### config.mk
export PLATFORM = sky130hd
export DESIGN_NAME = cdsv_top
export DESIGN_NICKNAME = d
export VERILOG_FILES = /design/src/cdsv_pkg.sv /design/src/cdsv_tick_if.sv /design/src/cdsv_prescaler.sv /design/src/cdsv_top.sv
export VERILOG_INCLUDE_DIRS = /design/src
export SDC_FILE = /design/constraint.sdc
export NUM_CORES = 1
export LEC_CHECK = 0
export BUFFER_PORTS_ARGS = -buffer_cell sky130_fd_sc_hd__clkbuf_2
export CORE_MARGIN = 2
export CORE_UTILIZATION = 55
export DETAILED_ROUTE_END_ITERATION = 10
export PLACE_DENSITY_LB_ADDON = 0.25
export SLEW_MARGIN = 10
export SYNTH_ARGS = -nofsm -noshare
export SYNTH_HDL_FRONTEND = slang
export SYNTH_SLANG_ARGS = --single-unit
export TNS_END_PERCENT = 50
### constraint.sdc
create_clock -name core_clk -period 2.7 [get_ports core_clk]
set_input_delay 0.135 -clock core_clk [delete_from_list [all_inputs] [get_ports core_clk]]
set_output_delay 0.135 -clock core_clk [all_outputs]
set_load 0.02 [all_outputs]
### src/cdsv_regs.svh
`ifndef CDSV_REGS_SVH
`define CDSV_REGS_SVH

// I/O port addresses
`define CDSV_INDEX_PORT 16'h002E
`define CDSV_DATA_PORT 16'h002F

// Unlock and lock bytes for the index port
`define CDSV_UNLOCK_BYTE 8'h87
`define CDSV_LOCK_BYTE 8'hAA

// Register indexes
`define CDSV_IDX_LDN_SELECT 8'h07
`define CDSV_IDX_ACTIVATE 8'h30
`define CDSV_IDX_CONTROL 8'hF0
`define CDSV_IDX_TIME_BASE 8'hF5
`define CDSV_IDX_TIMEOUT 8'hF6

// Logical device number of the countdown supervisor
`define CDSV_SUPERVISOR_LDN 8'h07

// Field positions
`define CDSV_ACTIVATE_BIT 0
`define CDSV_CONTROL_ARM_BIT 7

// Time base codes
`define CDSV_BASE_SECONDS 8'h71
`define CDSV_BASE_MINUTES 8'h79

// Reset values
`define CDSV_RST_BYTE 8'h00
`define CDSV_RST_TIME_BASE 8'h71
`define CDSV_RST_IDLE_READ 8'hFF

// Timing
`define CDSV_CLK_PERIOD_NS 32'h00000019
`define CDSV_SECOND_NS 32'h3B9ACA00
`define CDSV_SEC_CYCLES (`CDSV_SECOND_NS / `CDSV_CLK_PERIOD_NS)
`define CDSV_MIN_SECONDS 8'h3C
`define CDSV_RST_HOLD_CYCLES 8'h10

`endif

### src/cdsv_pkg.sv
package cdsv_pkg;

  // Unlock sequence states, one-hot
  typedef enum logic [2:0] {
    CDSV_LOCKED = 3'b001,
    CDSV_HALF = 3'b010,
    CDSV_OPEN = 3'b100
  } cdsv_lock_type;

  // Byte carried on the I/O port
  typedef logic [7:0] cdsv_byte_type;

endpackage : cdsv_pkg

### src/cdsv_tick_if.sv
`timescale 1ns/1ps
// Link between the supervisor core and its time-base prescaler
interface cdsv_tick_if;
  logic ce; // Clock enable
  logic restart; // Restart the current unit
  logic minute_mode; // Unit is one minute
  logic unit_tick; // One unit elapsed
  modport core (output ce, output restart, output minute_mode, input unit_tick);
  modport pre (input ce, input restart, input minute_mode, output unit_tick);
endinterface : cdsv_tick_if

### src/cdsv_prescaler.sv
`timescale 1ns/1ps
`include "cdsv_regs.svh"
// Divides the core clock down to one-second or one-minute ticks
module cdsv_prescaler
  import cdsv_pkg::*;
#(
  parameter int unsigned SEC_CYCLES = `CDSV_SEC_CYCLES
) (
  input wire logic core_clk, // Core clock
  input wire logic reset, // Synchronous reset
  cdsv_tick_if.pre tk // Tick link
);

  localparam logic [31:0] SEC_LAST = 32'(SEC_CYCLES - 1); // Last cycle of a second

  logic [31:0] cyc_reg; // Cycles within the second
  logic [7:0] sec_reg; // Seconds within the minute
  logic sec_end; // Last cycle of a second

  assign sec_end = (cyc_reg == SEC_LAST);

  ////////////////////////////////////////////////////////////////////////
  // Cycle counter; restart forces a whole fresh unit
  always_ff @(posedge core_clk) begin
    if (reset || (tk.ce && tk.restart)) begin
      cyc_reg <= 32'h00000000;
    end else if (tk.ce) begin
      cyc_reg <= sec_end ? 32'h00000000 : cyc_reg + 32'h00000001;
    end
  end

  ////////////////////////////////////////////////////////////////////////
  // Second counter within the minute
  always_ff @(posedge core_clk) begin
    if (reset || (tk.ce && tk.restart)) begin
      sec_reg <= 8'h00;
    end else if (tk.ce && sec_end) begin
      sec_reg <= (sec_reg == `CDSV_MIN_SECONDS - 8'h01) ? 8'h00 : sec_reg + 8'h01;
    end
  end

  ////////////////////////////////////////////////////////////////////////
  // Unit tick, one cycle per selected time base
  always_ff @(posedge core_clk) begin
    if (reset || (tk.ce && tk.restart)) begin
      tk.unit_tick <= 1'b0;
    end else if (tk.ce) begin
      tk.unit_tick <= sec_end && (!tk.minute_mode || (sec_reg == `CDSV_MIN_SECONDS - 8'h01));
    end
  end

endmodule : cdsv_prescaler

### src/cdsv_top.sv
`timescale 1ns/1ps
`include "cdsv_regs.svh"
module cdsv_top
  import cdsv_pkg::*;
#(
  parameter int unsigned SEC_CYCLES = `CDSV_SEC_CYCLES // Core cycles per second
) (
  input wire logic core_clk, // Core clock, 40 MHz
  input wire logic reset, // Synchronous reset, active high
  input wire logic clk_en, // Freezes all state while low
  input wire logic [15:0] io_addr, // I/O port address
  input wire logic io_wr, // I/O write strobe
  input wire logic io_rd, // I/O read strobe
  input wire logic [7:0] io_wdata, // I/O write data
  output logic [7:0] io_rdata_reg, // I/O read data, one cycle after strobe
  output logic sys_reset_reg // System reset request, active high
);

  ////////////////////////////////////////////////////////////////////////
  // Port decode helpers
  function automatic logic is_port(input logic [15:0] addr, input logic [15:0] port);
    is_port = (addr == port);
  endfunction : is_port

  cdsv_lock_type lock_reg; // Unlock sequence state
  cdsv_lock_type lock_next; // Next unlock state
  cdsv_byte_type index_reg; // Selected register index
  cdsv_byte_type ldn_reg; // Logical device select
  cdsv_byte_type activate_reg; // Device activation
  cdsv_byte_type control_reg; // Supervisor control
  cdsv_byte_type base_reg; // Time base select
  cdsv_byte_type timeout_reg; // Programmed time value
  cdsv_byte_type count_reg; // Live countdown value
  logic running_reg; // Countdown in progress
  logic [7:0] hold_reg; // Reset pulse cycles left
  logic idx_wr; // Write to index port
  logic dat_wr; // Write to data port while open
  logic dev_wr; // Data write to supervisor device
  logic armed; // Device active and armed
  logic reload; // Nonzero time value written
  logic unit_step; // Armed countdown sees a unit tick
  logic expire; // Last unit ends without a competing reload

  assign idx_wr = io_wr && is_port(io_addr, `CDSV_INDEX_PORT);
  assign dat_wr = io_wr && is_port(io_addr, `CDSV_DATA_PORT) && (lock_reg == CDSV_OPEN);
  assign dev_wr = dat_wr && (ldn_reg == `CDSV_SUPERVISOR_LDN);
  assign armed = activate_reg[`CDSV_ACTIVATE_BIT] && control_reg[`CDSV_CONTROL_ARM_BIT];
  assign reload = dev_wr && (index_reg == `CDSV_IDX_TIMEOUT) && (io_wdata != 8'h00);
  // A tick is only spent while the countdown runs and the device is armed,
  // so disarming pauses the count instead of losing it
  assign unit_step = running_reg && armed && tk.unit_tick;
  // A restart in the expiry cycle wins, so a late service write still saves the system
  assign expire = !reload && unit_step && (count_reg == 8'h01);

  cdsv_tick_if tk (); // Prescaler link
  assign tk.ce = clk_en;
  assign tk.restart = reload;
  assign tk.minute_mode = (base_reg == `CDSV_BASE_MINUTES);

  cdsv_prescaler #(
    .SEC_CYCLES(SEC_CYCLES)
  ) u_prescaler (
    .core_clk(core_clk),
    .reset(reset),
    .tk(tk)
  );

  ////////////////////////////////////////////////////////////////////////
  // Unlock sequence: two unlock bytes in a row open, lock byte closes
  always_comb begin
    lock_next = lock_reg;
    if (idx_wr) begin
      case (lock_reg)
        CDSV_LOCKED: begin
          if (io_wdata == `CDSV_UNLOCK_BYTE) lock_next = CDSV_HALF;
        end
        CDSV_HALF: begin
          // Anything but a second unlock byte starts over
          lock_next = (io_wdata == `CDSV_UNLOCK_BYTE) ? CDSV_OPEN : CDSV_LOCKED;
        end
        CDSV_OPEN: begin
          if (io_wdata == `CDSV_LOCK_BYTE) lock_next = CDSV_LOCKED;
        end
        default: begin
          lock_next = CDSV_LOCKED;
        end
      endcase
    end else if (io_wr && lock_reg == CDSV_HALF) begin
      // A write to any other port breaks the unlock pair
      lock_next = CDSV_LOCKED;
    end
  end

  ////////////////////////////////////////////////////////////////////////
  // Lock state register
  always_ff @(posedge core_clk) begin
    if (reset) begin
      lock_reg <= CDSV_LOCKED;
    end else if (clk_en) begin
      lock_reg <= lock_next;
    end
  end

  ////////////////////////////////////////////////////////////////////////
  // Index register, written through the index port while open
  // The lock byte closes the space and must not clobber the selected index
  always_ff @(posedge core_clk) begin
    if (reset) begin
      index_reg <= `CDSV_RST_BYTE;
    end else if (clk_en && idx_wr && lock_reg == CDSV_OPEN) begin
      if (io_wdata != `CDSV_LOCK_BYTE) index_reg <= io_wdata;
    end
  end

  ////////////////////////////////////////////////////////////////////////
  // Configuration registers written through the data port
  always_ff @(posedge core_clk) begin
    if (reset) begin
      ldn_reg <= `CDSV_RST_BYTE;
      activate_reg <= `CDSV_RST_BYTE;
      control_reg <= `CDSV_RST_BYTE;
      base_reg <= `CDSV_RST_TIME_BASE;
      timeout_reg <= `CDSV_RST_BYTE;
    end else if (clk_en) begin
      if (dat_wr && index_reg == `CDSV_IDX_LDN_SELECT) begin
        ldn_reg <= io_wdata;
      end else if (dev_wr && index_reg == `CDSV_IDX_ACTIVATE) begin
        activate_reg <= io_wdata;
      end else if (dev_wr && index_reg == `CDSV_IDX_CONTROL) begin
        control_reg <= io_wdata;
      end else if (dev_wr && index_reg == `CDSV_IDX_TIME_BASE) begin
        base_reg <= io_wdata;
      end else if (dev_wr && index_reg == `CDSV_IDX_TIMEOUT) begin
        timeout_reg <= io_wdata;
      end
    end
  end

  ////////////////////////////////////////////////////////////////////////
  // Countdown: load, decrement on each unit, stop at zero
  always_ff @(posedge core_clk) begin
    if (reset) begin
      count_reg <= `CDSV_RST_BYTE;
      running_reg <= 1'b0;
    end else if (clk_en) begin
      if (reload) begin
        // Reload wins over a tick in the same cycle
        count_reg <= io_wdata;
        running_reg <= 1'b1;
      end else if (dev_wr && index_reg == `CDSV_IDX_TIMEOUT) begin
        running_reg <= 1'b0;
      end else if (unit_step) begin
        count_reg <= count_reg - 8'h01;
        if (count_reg == 8'h01) running_reg <= 1'b0;
      end
    end
  end

  ////////////////////////////////////////////////////////////////////////
  // Reset request pulse, held for a fixed number of cycles
  // A fixed length gives the platform reset logic a clean, wide request
  always_ff @(posedge core_clk) begin
    if (reset) begin
      hold_reg <= 8'h00;
      sys_reset_reg <= 1'b0;
    end else if (clk_en) begin
      if (expire) begin
        hold_reg <= `CDSV_RST_HOLD_CYCLES - 8'h01;
        sys_reset_reg <= 1'b1;
      end else if (hold_reg != 8'h00) begin
        hold_reg <= hold_reg - 8'h01;
      end else begin
        sys_reset_reg <= 1'b0;
      end
    end
  end

  ////////////////////////////////////////////////////////////////////////
  // Read data, registered one cycle after the read strobe
  // Reads have no side effects, so software may poll the live count freely
  always_ff @(posedge core_clk) begin
    if (reset) begin
      io_rdata_reg <= `CDSV_RST_IDLE_READ;
    end else if (clk_en && io_rd) begin
      if (lock_reg != CDSV_OPEN) begin
        io_rdata_reg <= `CDSV_RST_IDLE_READ; // Locked space floats high
      end else if (is_port(io_addr, `CDSV_INDEX_PORT)) begin
        io_rdata_reg <= index_reg;
      end else if (!is_port(io_addr, `CDSV_DATA_PORT)) begin
        io_rdata_reg <= `CDSV_RST_IDLE_READ;
      end else if (index_reg == `CDSV_IDX_LDN_SELECT) begin
        io_rdata_reg <= ldn_reg;
      end else if (ldn_reg != `CDSV_SUPERVISOR_LDN) begin
        io_rdata_reg <= `CDSV_RST_IDLE_READ;
      end else if (index_reg == `CDSV_IDX_ACTIVATE) begin
        io_rdata_reg <= activate_reg;
      end else if (index_reg == `CDSV_IDX_CONTROL) begin
        io_rdata_reg <= control_reg;
      end else if (index_reg == `CDSV_IDX_TIME_BASE) begin
        io_rdata_reg <= base_reg;
      end else if (index_reg == `CDSV_IDX_TIMEOUT) begin
        io_rdata_reg <= running_reg ? count_reg : timeout_reg; // Live count while running
      end else begin
        io_rdata_reg <= `CDSV_RST_IDLE_READ;
      end
    end
  end

endmodule : cdsv_top

# Word level (Yosys, flattened, before mapping)
# Cells that the tools add are included.
# totals
regBits	118
input_bits	29
output_inout_bits	9
elab_cells	120
# classes
mux	29
bitwise_logic	4
add_sub_neg	4
n_reduce_logical	44
eq_ne	24
# ops
cell	n
two-way mux 8 bit	16
equality test 8 bit, second input constant	5
adder 32 x 1 -> 32 bit, second input constant	1
equality test 16 x 6 -> 1 bit, second input constant	2
equality test 32 x 26 -> 1 bit, second input constant	1
two-way mux 32 bit	1
logical AND 1 bit	22
equality test 8 x 3 -> 1 bit, second input constant	2
equality test 8 x 6 -> 1 bit, second input constant	2
nonzero test 8 bit	2
subtractor 8 x 1 -> 8 bit, second input constant	2
two-way mux 3 bit	5
!= test 3 bit, second input constant	3
one-hot mux 3 bit (3 select lines)	1
AND reduction 3 bit	3
adder 8 x 1 -> 8 bit, second input constant	1
equality test 8 x 1 -> 1 bit, second input constant	1
equality test 8 x 7 -> 1 bit, second input constant	1
!= test 8 x 3 -> 1 bit, second input constant	1
!= test 8 bit, second input constant	1
AND reduction 2 bit	4
AND reduction 4 bit	2
two-way mux 1 bit	6
AND reduction 6 bit	1
other kinds (10)	19

# Longest topological paths before layout
# logic_depth
depth_word	11
mapped_depth	9
mapped_depth_nobuf	8

# Modules after synthesis
# A second synthesis with hierarchy kept.
# unflattened
cells_unflattened	731
hier_area_um2	6053.3
# by_module_without_submodules
mod	seq_area_each_um2	area_each_um2	n_inst	cells_per_inst
cdsv_top	1541.5	4095.2	1	508
cdsv_prescaler	820.8	1958.1	1	223

# Worst setup path before layout
# Ideal clock, no wire load.
# synth_timing
kind	register -> register
from	reg u_prescaler.cyc_reg[26]
to	reg u_prescaler.sec_reg[4]
synth_period_minus_slack_ns	2.464
slack_ns	0.236
setup_ns	0.071
stages_incl_launch_ff	7
arrival_time_ns	2.394
t_required_ns	2.629
n_path_buf	1
cell_sequence	dfxtp_1 > or4_1 > or4_4 > or3_4 > buf_6 > or4_1 > a21oi_1
# synth_between
elab_chain_cells	2
# synth_lines
item	line	rtl
from (decl)	cdsv_prescaler.sv:16	logic [31:0] cyc_reg;
from (signal assigned)	cdsv_prescaler.sv:28	cyc_reg <= sec_end ? 32'h00000000 : cyc_reg + 32'h00000001;
equality test 32 x 26 -> 1 bit	cdsv_prescaler.sv:20	assign sec_end = (cyc_reg == SEC_LAST);
logical AND 1 bit	cdsv_prescaler.sv:37	end else if (tk.ce && sec_end) begin
to (signal assigned)	cdsv_prescaler.sv:38	sec_reg <= (sec_reg == `CDSV_MIN_SECONDS - 8'h01) ? 8'h00 : sec_reg + 8'h01;
to (decl)	cdsv_prescaler.sv:17	logic [7:0] sec_reg;
# No other way between the ends.
# A chain may end at the register's enable or synchronous reset.

# Final worst setup path
# Ends and elaborated chain as after synthesis.

==> impl_metrics.py <==
metrics = {
    "synthesis": {
        "synth_edf_count": 0,
        "synthArstFlopShare": 0,
        "synthCells": 697,
        "ys_seq_elements": 118,
        "yosysWarnings": 0,
        "ys.flop_type": "dfxtp_1",
        "synth_cell_type_count": 61,
        "synth_nets": 732,
        "syn_area_per_cell_sq_um": 8.41,
        "synth_area_sq_um": 5860,
        "synth-seq-area-share": 0.403,
    },
    "die": {
        "num_rows": 37,
        "initial_core_util": 0.568,
        "fp.dieH_microns": 107,
        "core-area_sq_um": 10300,
        "die-area_sq_um": 11500,
        "ioPinCount": 38,
        "die_w_microns": 107,
    },
    "place": {
        "gp_congestion": 0.944,
        "postPlaceCellArea_sq_um": 6250,
        "placed_cells": 858,
        "port_buffers": 37,
        "place_hpwl_microns": 10700,
    },
    "sta": {
        "setup_violations": 0,
        "hold_violations": 0,
        "min_period_over_period": 0.943,
        "fin_crit_ns": 2.55,
        "slew_headroom": 0.592,
        "worst_pin_slew_ns": 0.603,
        "final_max_slew_viol_count": 0,
        "fin_skew_ns": 0.00806,
        "rsz0062_at_grt": "no",
        "fin_setup_tns_ns": 0,
        "timing.fmax_ghz": 0.393,
        "whs_ns": 0.0255,
    },
    "power": {
        "p_per_area_nw_per_um2": 668,
        "vdd_drop_max_uv": 811,
        "power_leakage_nw": 2.62,
    },
    "clock_network": {
        "cts_buffers": 17,
        "cts_root_buffer": "clkbuf_8",
        "htreeDepth": 4,
        "cts_hold_buf": 2,
        "cts_sinks": 118,
        "clk_pin_slew_ns": 0.06,
        "clk_path_buf_depth": 2,
        "cts_resized": 0,
        "post_cts_buffers": 0,
        "clock_latency_ns": 0.53,
        "cts_tree": "yes",
    },
    "worst_setup_path": {
        "r2r_end": "u_prescaler.sec_reg[4]",
        "rrSetupSlack_ns": 0.15,
        "r2r_start": "u_prescaler.cyc_reg[26]",
        "crit_start": "u_prescaler.cyc_reg[26]",
        "cp.arrival_ns": 3.00,
        "reg2reg_depth": 5,
        "crit_path_max_fanout": 11,
        "required_ns": 3.15,
        "endpoint": "u_prescaler.sec_reg[4]",
        "endpoint_kind": "flop",
        "path_class": "flop to flop",
        "critPathLaunchType": "flop",
    },
    "layout": {
        "antenna_cells": 0,
        "nets": 778,
        "area_growth_pct": 17.0,
        "fillers": 829,
        "instances_no_fill": 891,
        "final_common_cell": "dfxtp_1",
        "final_cell_mix": "dfxtp_1, nor2_1, nand2_1",
        "final_core_util": 0.664,
        "design_area_sq_um": 6860,
        "largest_reg_flops": 32,
        "layout-drive-gt1-share": 0.136,
    },
    "grt": {
        "grt_max_degree": 30,
        "overflow": 0,
        "grt_pass1_vias": 5132,
        "grt_pass1_wl_microns": 24700,
        "grt_usage": 0.274,
        "antenna_found_initial": 0,
    },
    "detailed_routing": {
        "drc": 0,
        "viasPerCell": 6.18,
        "dr.pass1.iters": 7,
        "finalWirelength_microns": 15300,
        "route.detailed.wl_per_inst_microns": 17.1,
        "antenna_left": 0,
        "vias": 5503,
        "drtIter0Drc": 442,
    },
    "run": {
        "drv_cap": 0,
    },
    "worst_hold_path": {
        "min_path_type": "input pin to flop",
    },
    "status": {
        "status": "finished clean",
    },
}
layer usage:
layer	global-route usage	vias up	wire [microns]	part of all wire
met5	0	-	0	0
met4	0.117	0	420	0.028
met3	0.0699	42	1030	0.068
met2	0.462	219	7460	0.49
met1	0.330	2612	6350	0.42
li1	-	2630	-	-
worst min path at each step:
| stage | start | to | slack, ns | cells after the start |
|---|---|---|---|---|
| detailed placement | u_prescaler.sec_reg[1] | u_prescaler.sec_reg[1] | 0.47 | 2 |
| global route | io_wdata[4] | activate_reg[4] | 0.02 | 4 |
| CTS | io_wdata[4] | activate_reg[4] | 0.005 | 4 |
| finish | io_wdata[4] | activate_reg[4] | 0.03 | 4 |
| global placement | u_prescaler.sec_reg[1] | u_prescaler.sec_reg[1] | 0.46 | 2 |
| floorplan | io_wdata[0] | activate_reg[0] | 0.28 | 2 |
power breakdown:
part           leakage (nW)  switching (mW)  internal [mW]
registers             0.952          0.0550           1.80
clock network         0.287           0.780           1.47
logic                  1.38           0.285          0.194
synth_stat cells, types with 6 or more instances:
| cell | count | area, sq um |
|---|---|---|
| and3_1 | 10 | 62.6 |
| nand2_1 | 53 | 199 |
| ha_1 | 6 | 75.1 |
| a21oi_1 | 48 | 240 |
| nor4_1 | 8 | 50.1 |
| nor4b_1 | 7 | 61.3 |
| clkbuf_1 | 31 | 116 |
| nor2_1 | 111 | 417 |
| a21o_1 | 11 | 82.6 |
| dfxtp_1 | 118 | 2360 |
| or4_1 | 6 | 45.0 |
| mux2i_1 | 42 | 420 |
| nor3_1 | 13 | 65.1 |
| inv_1 | 13 | 48.8 |
| and4_1 | 8 | 70.1 |
| a211o_1 | 6 | 52.6 |
| nand4_1 | 21 | 131 |
| nand3_1 | 24 | 120 |
| xor2_1 | 15 | 131 |
| a31oi_1 | 12 | 75.1 |
| o22a_1 | 6 | 52.6 |
| o21ai_0 | 18 | 90.1 |
| xnor2_1 | 18 | 158 |
kinds of logic (layout without fill, tap and decap cells):
family	after synthesis	in the layout	synth area share
buffers and inverters	51	109	0.0350
and+or+nand+nor	303	303	0.268
DFF	118	118	0.403
AOI/OAI and AO/OA	144	144	0.161
xor gates and xnor gates	33	33	0.0493
muxes	42	42	0.0717
adders and majority gates	6	6	0.0128
critical path, stage by stage (launching register included):
cell	delay (ns)
dfxtp_1	0.35
or4_1	0.55
or4_4	0.56
or3_4	0.44
or4_1	0.41
a21oi_1	0.16
per-stage QoR:
step                      total power [mW]  worst slack, ns
after floorplan                       2.21            0.236
after global placement                2.33            0.248
after detailed placement              2.36            0.187
after CTS                             4.59            0.170
after global routing                  4.75           0.0990
final                                 4.58            0.154
cell type report:
| type | count | area [sq um] | share of cell area |
|---|---|---|---|
| sequential | 118 | 2360 | 0.344 |
| timing repair buffer | 64 | 393 | 0.0573 |
| clock buffer | 22 | 463 | 0.0675 |
| inverter | 14 | 52.6 | 0.00766 |
| clock inverter | 9 | 125 | 0.0182 |
| tap | 136 | 170 | 0.0248 |
| multi-input combinational | 528 | 3290 | 0.480 |
Power figures use the tool's default switching activity.
